[src/pkg/sarop_pkg.sv]
// sarop_pkg: constants and carrier types for the converter output port.
// assumes a 20 mhz system clock and an ahb-lite register bus.
package sarop_pkg;

    // system clock period in ns
    localparam int unsigned CLK_NS          = 50;

    // timing figures, ns
    localparam int unsigned BUSY_DROP_NS    = 85;
    localparam int unsigned CONV_TYP_NS     = 2300;
    localparam int unsigned CONV_MAX_NS     = 2500;
    localparam int unsigned SCLK_MIN_NS     = 92;
    localparam int unsigned SCLK_MAX_NS     = 98;

    // longest times round down
    localparam int unsigned BUSY_DROP_CYC   = (BUSY_DROP_NS / CLK_NS) < 1 ? 1 :
                                              BUSY_DROP_NS / CLK_NS;
    localparam int unsigned CONV_CYC        = CONV_TYP_NS / CLK_NS;
    localparam int unsigned CONV_MAX_CYC    = CONV_MAX_NS / CLK_NS;
    // internal bit clock half period: one system cycle is the closest the
    // 50 ns clock allows, so the generated period is 100 ns
    localparam int unsigned SCLK_HALF_CYC   = (SCLK_MIN_NS / 2) / CLK_NS < 1 ? 1 :
                                              (SCLK_MIN_NS / 2) / CLK_NS;

    localparam int unsigned RES_W           = 16;
    localparam int unsigned BYTE_W          = 8;
    localparam int unsigned SER_BITS        = 16;

    // register byte addresses
    localparam logic [7:0]  CTRL_ADDR       = 8'h00;
    localparam logic [7:0]  STAT_ADDR       = 8'h04;
    localparam logic [7:0]  SAMP_ADDR       = 8'h08;
    localparam logic [7:0]  RES_ADDR        = 8'h0c;

    // control register fields
    localparam int unsigned CTRL_FMT_BIT    = 0;
    localparam logic [31:0] CTRL_RESET      = 32'h0000_0001;

    localparam logic [1:0]  HTRANS_NONSEQ   = 2'h2;
    localparam logic [15:0] FMT_FLIP        = 16'h8000;

    // idle pin levels in struct order: deselected, external clock, clock low
    localparam logic [5:0]  PIN_IDLE        = 6'h34;

    // pin group seen from the host side
    typedef struct packed {
        logic chip_select_n;
        logic read_convert_select;
        logic byte_half_select;
        logic clock_source_select;
        logic serial_clock_in;
        logic tag_in;
    } sarop_pins_t;

    typedef enum logic [1:0] {
        SAROP_IDLE = 2'b00,
        SAROP_CONV = 2'b01,
        SAROP_LOAD = 2'b10
    } sarop_state_t;

endpackage

[src/rtl/sarop_port.sv]
// sarop_port: conversion start, parallel byte port and serial port
// assumes hclk 20 mhz; pins arrive asynchronous; sample word from an ahb write
//
// Implementation choices: the register offsets and the AHB-Lite interface to the registers.
`timescale 1ns/1ps

// Notes on behaviour
// - drive bus only when rc high, cs low
// - byte select low upper, high lower byte
// - byte select may change freely any time
// - output register undefined until first conversion; here it reads zero until the first load
// - update output register, then raise busy
// - busy drops within 85 ns, low 2.5 us max; here busy drops up to five hclk cycles (250 ns) after the pins change
// - serial out always driven, never high impedance
// - internal mode: start sends 16 bits msb first
// - internal clock low after 16, then tag level
// - internal bit clock period 92 to 98 ns; the port gives 100 ns
// - external clock: msb first falling, lsb sixteenth
// - tag bits shift through after the result
// - ignore convert requests while busy low
// - format high straight binary, low twos complement
// - parallel read keeps register, serial shifts it
module sarop_port #(
    parameter int unsigned CONV_CYCLES = sarop_pkg::CONV_CYC
) (
    input  wire logic                hclk,
    input  wire logic                hresetn,
    input  wire logic                hsel,
    input  wire logic [31:0]         haddr,
    input  wire logic [1:0]          htrans,
    input  wire logic                hwrite,
    input  wire logic [2:0]          hsize,
    input  wire logic [31:0]         hwdata,
    input  wire logic                hready,
    output logic      [31:0]         hrdata,
    output logic                     hreadyout,
    output logic                     hresp,
    input  wire sarop_pkg::sarop_pins_t pins,
    output logic      [7:0]          parallel_data_out,
    output logic                     parallel_data_oe,
    output logic                     serial_data_out,
    output logic                     serial_bit_clock_out,
    output logic                     serial_bit_clock_oe,
    output logic                     busy_n
);

    // three-stage synchronisers for all pins
    localparam int unsigned NPIN = 6;
    logic [NPIN-1:0] s1;
    logic [NPIN-1:0] s2;
    logic [NPIN-1:0] s3;
    logic [NPIN-1:0] pv;
    genvar gi;
    generate
        for (gi = 0; gi < NPIN; gi++) begin : g_sync
            // a change counts only once stages two and three agree
            // reset to idle pin levels: a zero reset would fake a start
            // as soon as reset lifts
            always_ff @(posedge hclk or negedge hresetn) begin
                if (!hresetn) begin
                    s1[gi] <= sarop_pkg::PIN_IDLE[gi];
                    s2[gi] <= sarop_pkg::PIN_IDLE[gi];
                    s3[gi] <= sarop_pkg::PIN_IDLE[gi];
                    pv[gi] <= sarop_pkg::PIN_IDLE[gi];
                end else begin
                    s1[gi] <= pins[gi];
                    s2[gi] <= s1[gi];
                    s3[gi] <= s2[gi];
                    if (s2[gi] == s3[gi]) begin
                        pv[gi] <= s3[gi];
                    end
                end
            end
        end
    endgenerate

    // field order of the packed struct, msb first
    logic cs_n;
    logic rc;
    logic byte_sel;
    logic ext_sel;
    logic xclk;
    logic tag;
    assign cs_n     = pv[5];
    assign rc       = pv[4];
    assign byte_sel = pv[3];
    assign ext_sel  = pv[2];
    assign xclk     = pv[1];
    assign tag      = pv[0];

    // ahb-lite slave: zero wait states, always okay
    logic        wr_pend;
    logic [7:0]  wr_addr;
    logic        fmt_sb;
    logic [15:0] sample_word;
    logic [15:0] result;
    logic [15:0] shreg;
    logic        conv_run;
    logic        wr_go;
    logic        rd_go;
    assign wr_go = hsel && hready && htrans == sarop_pkg::HTRANS_NONSEQ && hwrite;
    assign rd_go = hsel && hready && htrans == sarop_pkg::HTRANS_NONSEQ && !hwrite;

    // address phase capture
    always_ff @(posedge hclk or negedge hresetn) begin
        if (!hresetn) begin
            wr_pend <= 1'b0;
            wr_addr <= 8'h00;
        end else begin
            wr_pend <= wr_go;
            wr_addr <= haddr[7:0];
        end
    end

    // write data phase: format control and analog sample stand-in
    always_ff @(posedge hclk or negedge hresetn) begin
        if (!hresetn) begin
            fmt_sb      <= sarop_pkg::CTRL_RESET[sarop_pkg::CTRL_FMT_BIT];
            sample_word <= 16'h0000;
        end else if (wr_pend) begin
            if (wr_addr == sarop_pkg::CTRL_ADDR) begin
                fmt_sb <= hwdata[sarop_pkg::CTRL_FMT_BIT];
            end
            if (wr_addr == sarop_pkg::SAMP_ADDR) begin
                sample_word <= hwdata[15:0];
            end
        end
    end

    // read data registered in the address phase; unmapped reads zero
    always_ff @(posedge hclk or negedge hresetn) begin
        if (!hresetn) begin
            hrdata <= 32'h0000_0000;
        end else if (rd_go) begin
            unique case (haddr[7:0])
                sarop_pkg::CTRL_ADDR: hrdata <= {31'h0, fmt_sb};
                sarop_pkg::STAT_ADDR: hrdata <= {30'h0, conv_run, busy_n};
                sarop_pkg::SAMP_ADDR: hrdata <= {16'h0, sample_word};
                sarop_pkg::RES_ADDR:  hrdata <= {16'h0, result};
                default:              hrdata <= 32'h0000_0000;
            endcase
        end
    end

    always_ff @(posedge hclk or negedge hresetn) begin
        if (!hresetn) begin
            hreadyout <= 1'b1;
            hresp     <= 1'b0;
        end else begin
            hreadyout <= 1'b1;
            hresp     <= 1'b0;
        end
    end

    // conversion sequencer
    sarop_pkg::sarop_state_t state;
    logic [15:0] ccnt;
    logic        start_lvl;
    logic        start_d;
    logic        start_evt;
    logic        load_evt;
    logic        tag_cap;
    assign start_lvl = !cs_n && !rc;
    assign start_evt = start_lvl && !start_d && state == sarop_pkg::SAROP_IDLE;
    assign conv_run  = state != sarop_pkg::SAROP_IDLE;

    always_ff @(posedge hclk or negedge hresetn) begin
        if (!hresetn) begin
            start_d <= 1'b0;
        end else begin
            start_d <= start_lvl;
        end
    end

    // busy falls on the cycle after the start is seen, rises a cycle after load
    always_ff @(posedge hclk or negedge hresetn) begin
        if (!hresetn) begin
            state  <= sarop_pkg::SAROP_IDLE;
            ccnt   <= 16'h0000;
            busy_n <= 1'b1;
        end else begin
            unique case (state)
                sarop_pkg::SAROP_IDLE: begin
                    if (start_evt) begin
                        state  <= sarop_pkg::SAROP_CONV;
                        busy_n <= 1'b0;
                        ccnt   <= 16'h0000;
                    end
                end
                sarop_pkg::SAROP_CONV: begin
                    ccnt <= ccnt + 16'h0001;
                    if (ccnt == 16'(CONV_CYCLES - 2)) begin
                        state <= sarop_pkg::SAROP_LOAD;
                    end
                end
                sarop_pkg::SAROP_LOAD: begin
                    state  <= sarop_pkg::SAROP_IDLE;
                    busy_n <= 1'b1;
                end
                default: begin
                    state <= sarop_pkg::SAROP_IDLE;
                end
            endcase
        end
    end
    // load on the last conversion cycle so the byte port changes on the same edge that busy rises
    assign load_evt = state == sarop_pkg::SAROP_CONV && ccnt == 16'(CONV_CYCLES - 2);

    // output register load, formatted; zero until first load
    always_ff @(posedge hclk or negedge hresetn) begin
        if (!hresetn) begin
            result <= 16'h0000;
        end else if (load_evt) begin
            result <= fmt_sb ? sample_word : sample_word ^ sarop_pkg::FMT_FLIP;
        end
    end

    // serial shift register; internal or external bit clock
    logic       xclk_d;
    logic       xrise;
    logic       int_run;
    logic [4:0] int_bits;
    logic       int_phase;
    logic       ext_en;
    assign ext_en = ext_sel && !cs_n && rc;
    assign xrise  = ext_en && xclk && !xclk_d;

    always_ff @(posedge hclk or negedge hresetn) begin
        if (!hresetn) begin
            xclk_d <= 1'b0;
        end else begin
            xclk_d <= xclk;
        end
    end

    // internal clock: high one cycle, low one cycle, sixteen pulses
    always_ff @(posedge hclk or negedge hresetn) begin
        if (!hresetn) begin
            int_run   <= 1'b0;
            int_bits  <= 5'h00;
            int_phase <= 1'b0;
        end else if (start_evt && !ext_sel) begin
            int_run   <= 1'b1;
            int_bits  <= 5'h00;
            int_phase <= 1'b0;
        end else if (int_run) begin
            int_phase <= !int_phase;
            if (int_phase) begin
                int_bits <= int_bits + 5'h01;
                if (int_bits == 5'(sarop_pkg::SER_BITS - 1)) begin
                    int_run <= 1'b0;
                end
            end
        end
    end

    // parallel reads never touch shreg; each clock pulse shifts it once, except that a load in the same cycle wins and the pulse is lost
    always_ff @(posedge hclk or negedge hresetn) begin
        if (!hresetn) begin
            shreg   <= 16'h0000;
            tag_cap <= 1'b0;
        end else if (load_evt) begin
            shreg <= fmt_sb ? sample_word : sample_word ^ sarop_pkg::FMT_FLIP;
        end else if (start_evt && !ext_sel) begin
            tag_cap <= tag;
        end else if (int_run && int_phase) begin
            shreg <= {shreg[14:0], tag_cap};
        end else if (xrise) begin
            shreg <= {shreg[14:0], tag};
        end
    end

    // serial pins: data changes on the rising edge in external mode, so the
    // msb put out at the first rise stands over the first falling edge
    always_ff @(posedge hclk or negedge hresetn) begin
        if (!hresetn) begin
            serial_data_out      <= 1'b0;
            serial_bit_clock_out <= 1'b0;
            serial_bit_clock_oe  <= 1'b0;
        end else begin
            serial_bit_clock_oe  <= !ext_sel;
            serial_bit_clock_out <= int_run && int_phase;
            if (!ext_sel || xrise || load_evt) begin
                serial_data_out <= shreg[15];
            end
        end
    end

    // parallel byte port, byte select sampled every cycle
    always_ff @(posedge hclk or negedge hresetn) begin
        if (!hresetn) begin
            parallel_data_out <= 8'h00;
            parallel_data_oe  <= 1'b0;
        end else begin
            parallel_data_oe  <= rc && !cs_n;
            parallel_data_out <= byte_sel ? result[7:0] : result[15:8];
        end
    end

    // busy low stays bounded; the sample that sees the fall is the first
    localparam int BUSY_LOW_MAX = int'(sarop_pkg::CONV_MAX_CYC) - 1;
endmodule // sarop_port

[config.mk]
export PLATFORM = sky130hd
export DESIGN_NAME = sarop_port
export DESIGN_NICKNAME = d
export VERILOG_FILES = /design/src/pkg/sarop_pkg.sv /design/src/rtl/sarop_port.sv
export SDC_FILE = /design/constraint.sdc
export NUM_CORES = 1
export LEC_CHECK = 0
export ABC_AREA = 1
export BUFFER_PORTS_ARGS = -buffer_cell sky130_fd_sc_hd__buf_2
export CORE_ASPECT_RATIO = 1.75
export CORE_MARGIN = 4
export CORE_UTILIZATION = 40
export DETAILED_ROUTE_END_ITERATION = 7
export PLACE_DENSITY = 0.7
export SLEW_MARGIN = 0
export SYNTH_ARGS = -nofsm -noshare
export SYNTH_HDL_FRONTEND = slang
export SYNTH_SLANG_ARGS = --single-unit
[constraint.sdc]
create_clock -name hclk -period 2.9 [get_ports hclk]
set_clock_uncertainty 0.15 [all_clocks]
set_input_delay 0.29 -clock hclk [delete_from_list [all_inputs] [get_ports hclk]]
set_output_delay 0.29 -clock hclk [all_outputs]
set_load 0.03 [all_outputs]
# After elaboration in Yosys (flattened, before gate mapping)
# Index checks and enable logic that the tools add are counted.
[classes]
n_eq_ne = 18
mux = 23
bitwise = 2
addsub = 2
n_reduce_logical = 41
[ops]
columns = ["op", "n"]
rows = [
  ["16-bit two-way mux", 6],
  ["16-bit case mux with 4 select lines", 1],
  ["16-bit case mux with 2 select lines", 1],
  ["8-bit by 4-bit == test with 1-bit output, second input constant", 3],
  ["16-bit by 1-bit adder with 16-bit output, second input constant", 1],
  ["16-bit by 6-bit == test with 1-bit output, second input constant", 1],
  ["8-bit zero test", 2],
  ["2-bit AND reduction", 8],
  ["1-bit logical AND", 15],
  ["5-bit two-way mux", 3],
  ["2-bit nonzero test", 5],
  ["8-bit by 3-bit == test with 1-bit output, second input constant", 1],
  ["8-bit two-way mux", 1],
  ["1-bit zero test", 7],
  ["1-bit two-way mux", 7],
  ["1-bit == test", 6],
  ["2-bit != test, second input constant", 3],
  ["5-bit by 1-bit adder with 5-bit output, second input constant", 1],
  ["5-bit by 4-bit == test with 1-bit output, second input constant", 1],
  ["2-bit == test, second input constant", 2],
  ["2-bit two-way mux", 2],
  ["2-bit case mux with 2 select lines", 1],
  ["3-bit nonzero test", 1],
  ["2-bit by 1-bit == test with 1-bit output, second input constant", 1],
  ["4 further kinds", 6],
]
[word_totals]
register_bits = 155
wordCells = 131

# Logic depth before layout (Yosys ltp)
[logic_depth]
depth_word = 9
mapped_depth = 10
mapped_depth_nobuf = 10

# Least setup slack after synthesis
# No wires, ideal clock.
[synth_timing]
kind = "reg2reg"
startpoint = "register ccnt[0]"
endpoint = "register shreg[6]"
arrival_time_ns = 1.434
period_less_slack_ns = 1.702
setup_slack_ns = 1.198
stages_incl_launch_ff = 11
path_buffers = 1
setup_time_ns = 0.117
cell_sequence = "dfrtp_1 -> inv_1 -> ha_1 -> nand2_1 -> nor2_4 -> nand3_4 -> nand3_4 -> nand2_4 -> buf_6 -> nand2_1 -> nand2_1"
[synth_between]
elab_chain_len = 4
word_cells_on_any_way = 6
[synth_lines]
columns = ["element", "line", "source"]
rows = [
  ["from (decl)", "sarop_port.sv:157", "logic [15:0] ccnt;"],
  ["from (signal assigned)", "sarop_port.sv:191", "ccnt <= ccnt + 16'h0001;"],
  ["16-bit by 6-bit == test with 1-bit output (*)", "sarop_port.sv:207", "assign load_evt = state == sarop_pkg::SAROP_CONV && ccnt == 16'(CONV_CYCLES - 2);"],
  ["1-bit logical AND (*)", "sarop_port.sv:207", ""],
  ["2-bit != test (no source line) or 3-bit nonzero test (tied branches)", "-", ""],
  ["2-bit AND reduction (no source line)", "-", ""],
  ["to (signal assigned)", "sarop_port.sv:263", "shreg <= fmt_sb ? sample_word : sample_word ^ sarop_pkg::FMT_FLIP;"],
  ["to (signal assigned)", "sarop_port.sv:267", "shreg <= {shreg[14:0], tag_cap};"],
  ["to (signal assigned)", "sarop_port.sv:269", "shreg <= {shreg[14:0], tag};"],
  ["to (decl)", "sarop_port.sv:97", "logic [15:0] shreg;"],
]
# Every way passes the cells marked *; elsewhere a longest branch is shown, timed or not.
# A chain may end at the register's enable or synchronous reset.

# Worst setup path after layout
[layout_timing]
startpoint = "register ccnt[8]"
endpoint = "register shreg[13]"
# The elaborated chain is that of the path after synthesis.

==> results by stage <==
Run status:
- The flow ran to the end, but the final reports show violations.
- The checks that failed: hold timing.

Synth:
- The number of synthesized flops with an enable pin is 0.
- The library cell occupying the most area in the post-synthesis netlist is dfrtp_1.
- The netlist area before placement is 5940 um2.
- The synthesized area per cell is 9.05 um2.
- After synthesis, the largest area contributor takes up 52.6% of total cell area.
- Counting distinct cell types in the post-synthesis netlist gives 34.
- The portion of the post-synthesis area used by sequential elements is 58.8%.
- By area the synthesized netlist is led by dfrtp_1 53%, nand2_1 12%, dfstp_2 6.2%.
- The cell count after synthesis came out at 657.
- In the synthesized netlist the dominant register cell turns out to be dfrtp_1.
- In this run, synthesis produced a sequential element count of 139.
- The number of warnings reported in the yosys synthesis log is 0.
- Of all flip-flops after synthesis, the portion carrying an async set or reset was 100%.

Setup path:
- The kind of critical path is register to register.
- The category of the worst setup path capture point is a register.
- The stage delay of the slowest cell on the critical path is 0.43 ns.
- The data required time of the critical path is 3.03 ns.
- The critical path data arrival time is 2.36 ns.
- Measured in cells, the most critical reg-to-reg path has a length of 8.
- On the critical path, the stage with the largest delay is an instance of dfrtp_1.
- STA classifies the critical path startpoint as a register.
- The signal on the critical path passes through nor2_1, nand2_2, nor2_8, nand3_4, nand3_4, nand2_4, nand2_1, nand2_1.
- The maximum net fanout on the critical path is 27.

Min path:
- The classification of the worst-slack hold path is primary input to register.
- The hold-critical path depth is 3.

Power and ir drop:
- The leakage power summed over all cells is 3.70 nW.
- The internal power component is 3.67 mW.
- After layout, the design draws a total of 5.01 mW.
- In this run the power density over the cells is 683 nW/um2.
- The proportion of total power due to net switching is 26.7%.
- For this design the total switching power over the nets is 1.34 mW.
- The share of total power dissipated in the clock network is 44.8%.
- The part of the power in registers is 43.3%.
- Combinational logic burns 11.9% of the power.
- Across the VDD grid, the largest voltage drop is 0.419 mV.

Routing:
- The total number of vias is 4,594.
- The aggregate routed wire length is 12.9 mm.
- The first detailed-routing pass ran for 4 iterations.
- The number of DRC markers in iteration 0 is 185.
- In the final routed layout, each cell accounts on average for 13.6 um.
- In the routed design, unresolved DRC markers number 0.
- The number of routed nets with antenna violations is 0.
- After detailed routing, the number of vias per cell comes to 4.83.

Final layout:
- The fraction of final layout cells with drive strength greater than 1 is 17.2%.
- The total number of nets in the final design is 843.
- The number of antenna diodes in the final layout is 0.
- In the layout the commonest cells are 190 x nand2_1, 125 x dfrtp_1, 64 x buf_2.
- From synthesis to final layout, the design area changed by 23.2%.
- Leaving out fill and tap cells, the most frequent cell in the layout is nand2_1.
- Once layout is complete, the utilization of the core stands at 50.5%.
- The layout filler cell count is 1,344.
- Once layout is complete, the cells apart from fillers number 952.

Timing:
- The final-report max-slew violation count was 0.
- Setup violations remaining at the end of the flow were counted as 0.
- The worst hold slack across all endpoints is -0.00503 ns.
- Dividing the final minimum period by the clock period gives 76.9%.
- For the finished layout, the period the worst path requires is 2.23 ns.
- Setup repair after global routing left no endpoint under its margin.
- For the final routed database, the setup TNS stands at 0 ns.
- The maximum achievable frequency is 0.448 GHz.
- The worst slew margin relative to its limit is 55.8%.
- For the pin with the worst max-slew slack, the measured transition is 0.663 ns.
- The final number of hold-violating endpoints is 1.

Floorplanning:
- The die covers 17,000 um2.
- The overall die height is 169 um.
- The starting density of the core is 41.0%.
- The number of standard-cell rows in the floorplan is 58.
- The core region area is 14,500 um2.
- The number of primary I/O pins is 127.
- The overall die width is 100 um.

Place:
- The detailed placement HPWL is 8.93 mm.
- The number of placed instances, taps included, is 891.
- Buffers placed on the I/O ports in this run total 65.
- The congestion estimate from routability-driven global placement came to 0.801.

GRT:
- For met3 alone, demand over resource in global routing was 2.59%.
- After global routing, the most crowded layer is met2.
- The wire length of the first global-routing pass is 22.3 mm.
- Global routing finished with a remaining overflow of 0.
- The number of antenna violations at the first check in global routing is 0.
- Global routing used 29.4% of the available met2 tracks.
- Entering global routing, the biggest net connects 74 pins.
- The met1 capacity usage during global routing is 18.1%.
- For this run, the total global-route usage over all layers was measured as 16.4%.
- The number of global-route vias before repair is 4,779.

Clock tree:
- The clock slew at the register clock pins of the worst setup and hold paths is 0.06 ns.
- The clock buffer count from CTS is 17.
- The clock reaches the later pin of the worst-skew pair after 0.41 ns.
- The setup fix buffers added after clock tree synthesis is 0.
- The master cell of the clock root buffer is clkbuf_16.
- No sink is reached through more buffers than the 2 on the longest clock path.
- The H-tree was split into 4 levels.
- The CTS tree is built.
- Counting every sink on the clock net gives 139.
- The number of gates resized after CTS was 0.

Flow run:
- The max-capacitance violation count is 0.
[state kept, by name, summed over array words and instances, names as in the netlist, 2 cells and up]
| register | cells |
|---|---|
| hrdata | 16 |
| state | 2 |
| shreg | 16 |
| parallel_data_out | 8 |
| wr_addr | 8 |
| int_bits | 5 |
| ccnt | 16 |
| s2 | 6 |
| sample_word | 16 |
| s3 | 6 |
| result | 16 |
| s1 | 6 |
[final timing paths]
check	start	endpoint	slack, ns
min	hwdata[2]	sample_word[2]$_DFFE_PN0P_	-0.005
max	ccnt[8]$_DFFE_PN0P_	shreg[13]$_DFFE_PN0P_	0.67
min in group asynchronous	hresetn	int_bits[4]$_DFFE_PN0P_	0.29
max in group asynchronous	hresetn	s2[2]$_DFF_PN1_	1.50
min reg2reg	s1[1]$_DFF_PN0_	s2[1]$_DFF_PN0_	0.20
max reg2reg	ccnt[8]$_DFFE_PN0P_	shreg[13]$_DFFE_PN0P_	0.67
[cell type report]
cell class / instances / area [um2] / area share, %
clock buffers: 18 / 439 / 5.99
clock inverters: 14 / 179 / 2.44
inverters: 60 / 225 / 3.07
multi-input cells: 437 / 2050 / 28.0
flip-flops and latches: 139 / 3500 / 47.7
well taps: 180 / 225 / 3.07
repair buffers: 104 / 709 / 9.68
[routing by layer]
metal	wire, um	vias up
li1	-	2286
met5	0	-
met2	7070	120
met4	402	0
met3	531	18
met1	4920	2170
[per-stage QoR]
stage / cell area, um2 / worst slack, ns / hold slack (ns)
finish: 7330 / 0.670 / -0.00503
global route: 7330 / 0.454 / 0.0112
CTS: 7330 / 0.646 / 0.000737
detailed placement: 6420 / 0.658 / 0.186
global placement: 6420 / 0.660 / 0.182
floorplan: 6000 / 1.20 / -0.156
[power by group through the flow]
stage / sequential [mW] / clock (mW) / combinational [mW]
final: 2.17 / 2.25 / 0.595
after global routing: 2.18 / 2.39 / 0.678
after CTS: 2.17 / 2.29 / 0.603
after detailed placement: 2.20 / 0 / 0.568
after global placement: 2.20 / 0 / 0.558
after floorplan: 2.22 / 0 / 0.371
[timing repair]
action	in CTS	in global routing
endpoints found under the setup margin	0	0
hold buffers	29	0
hold endpoints to repair	90	0
[cells by family after synthesis]
kind of cell               synth area share (%)
AOI/OAI and AO/OA                          6.90
xor gates and xnor gates                  0.589
DFF                                        58.8
adders and majority gates                  1.85
and+or+nand+nor                            24.0
buffers and inverters                      7.68
other                                     0.126
[cell usage after synthesis (all sizes together), types with 2 or more instances]
master and instances:
o21ai 41, nand2 193, inv 60, xor2 3
nor3 11, dfstp 14, ha 4, a31oi 2
a21oi 23, maj3 6, buf 29, clkbuf 8
nand3 44, dfrtp 125, nor2 56, o22ai 10
conb 2, nand4 20
[critical path, delay by kind of cell, from the launching register on]
kind | cells | cell delay, ns
DFF | 1 | 0.43
and+or+nand+nor | 8 | 1.51
Power figures use the tool's default switching activity.
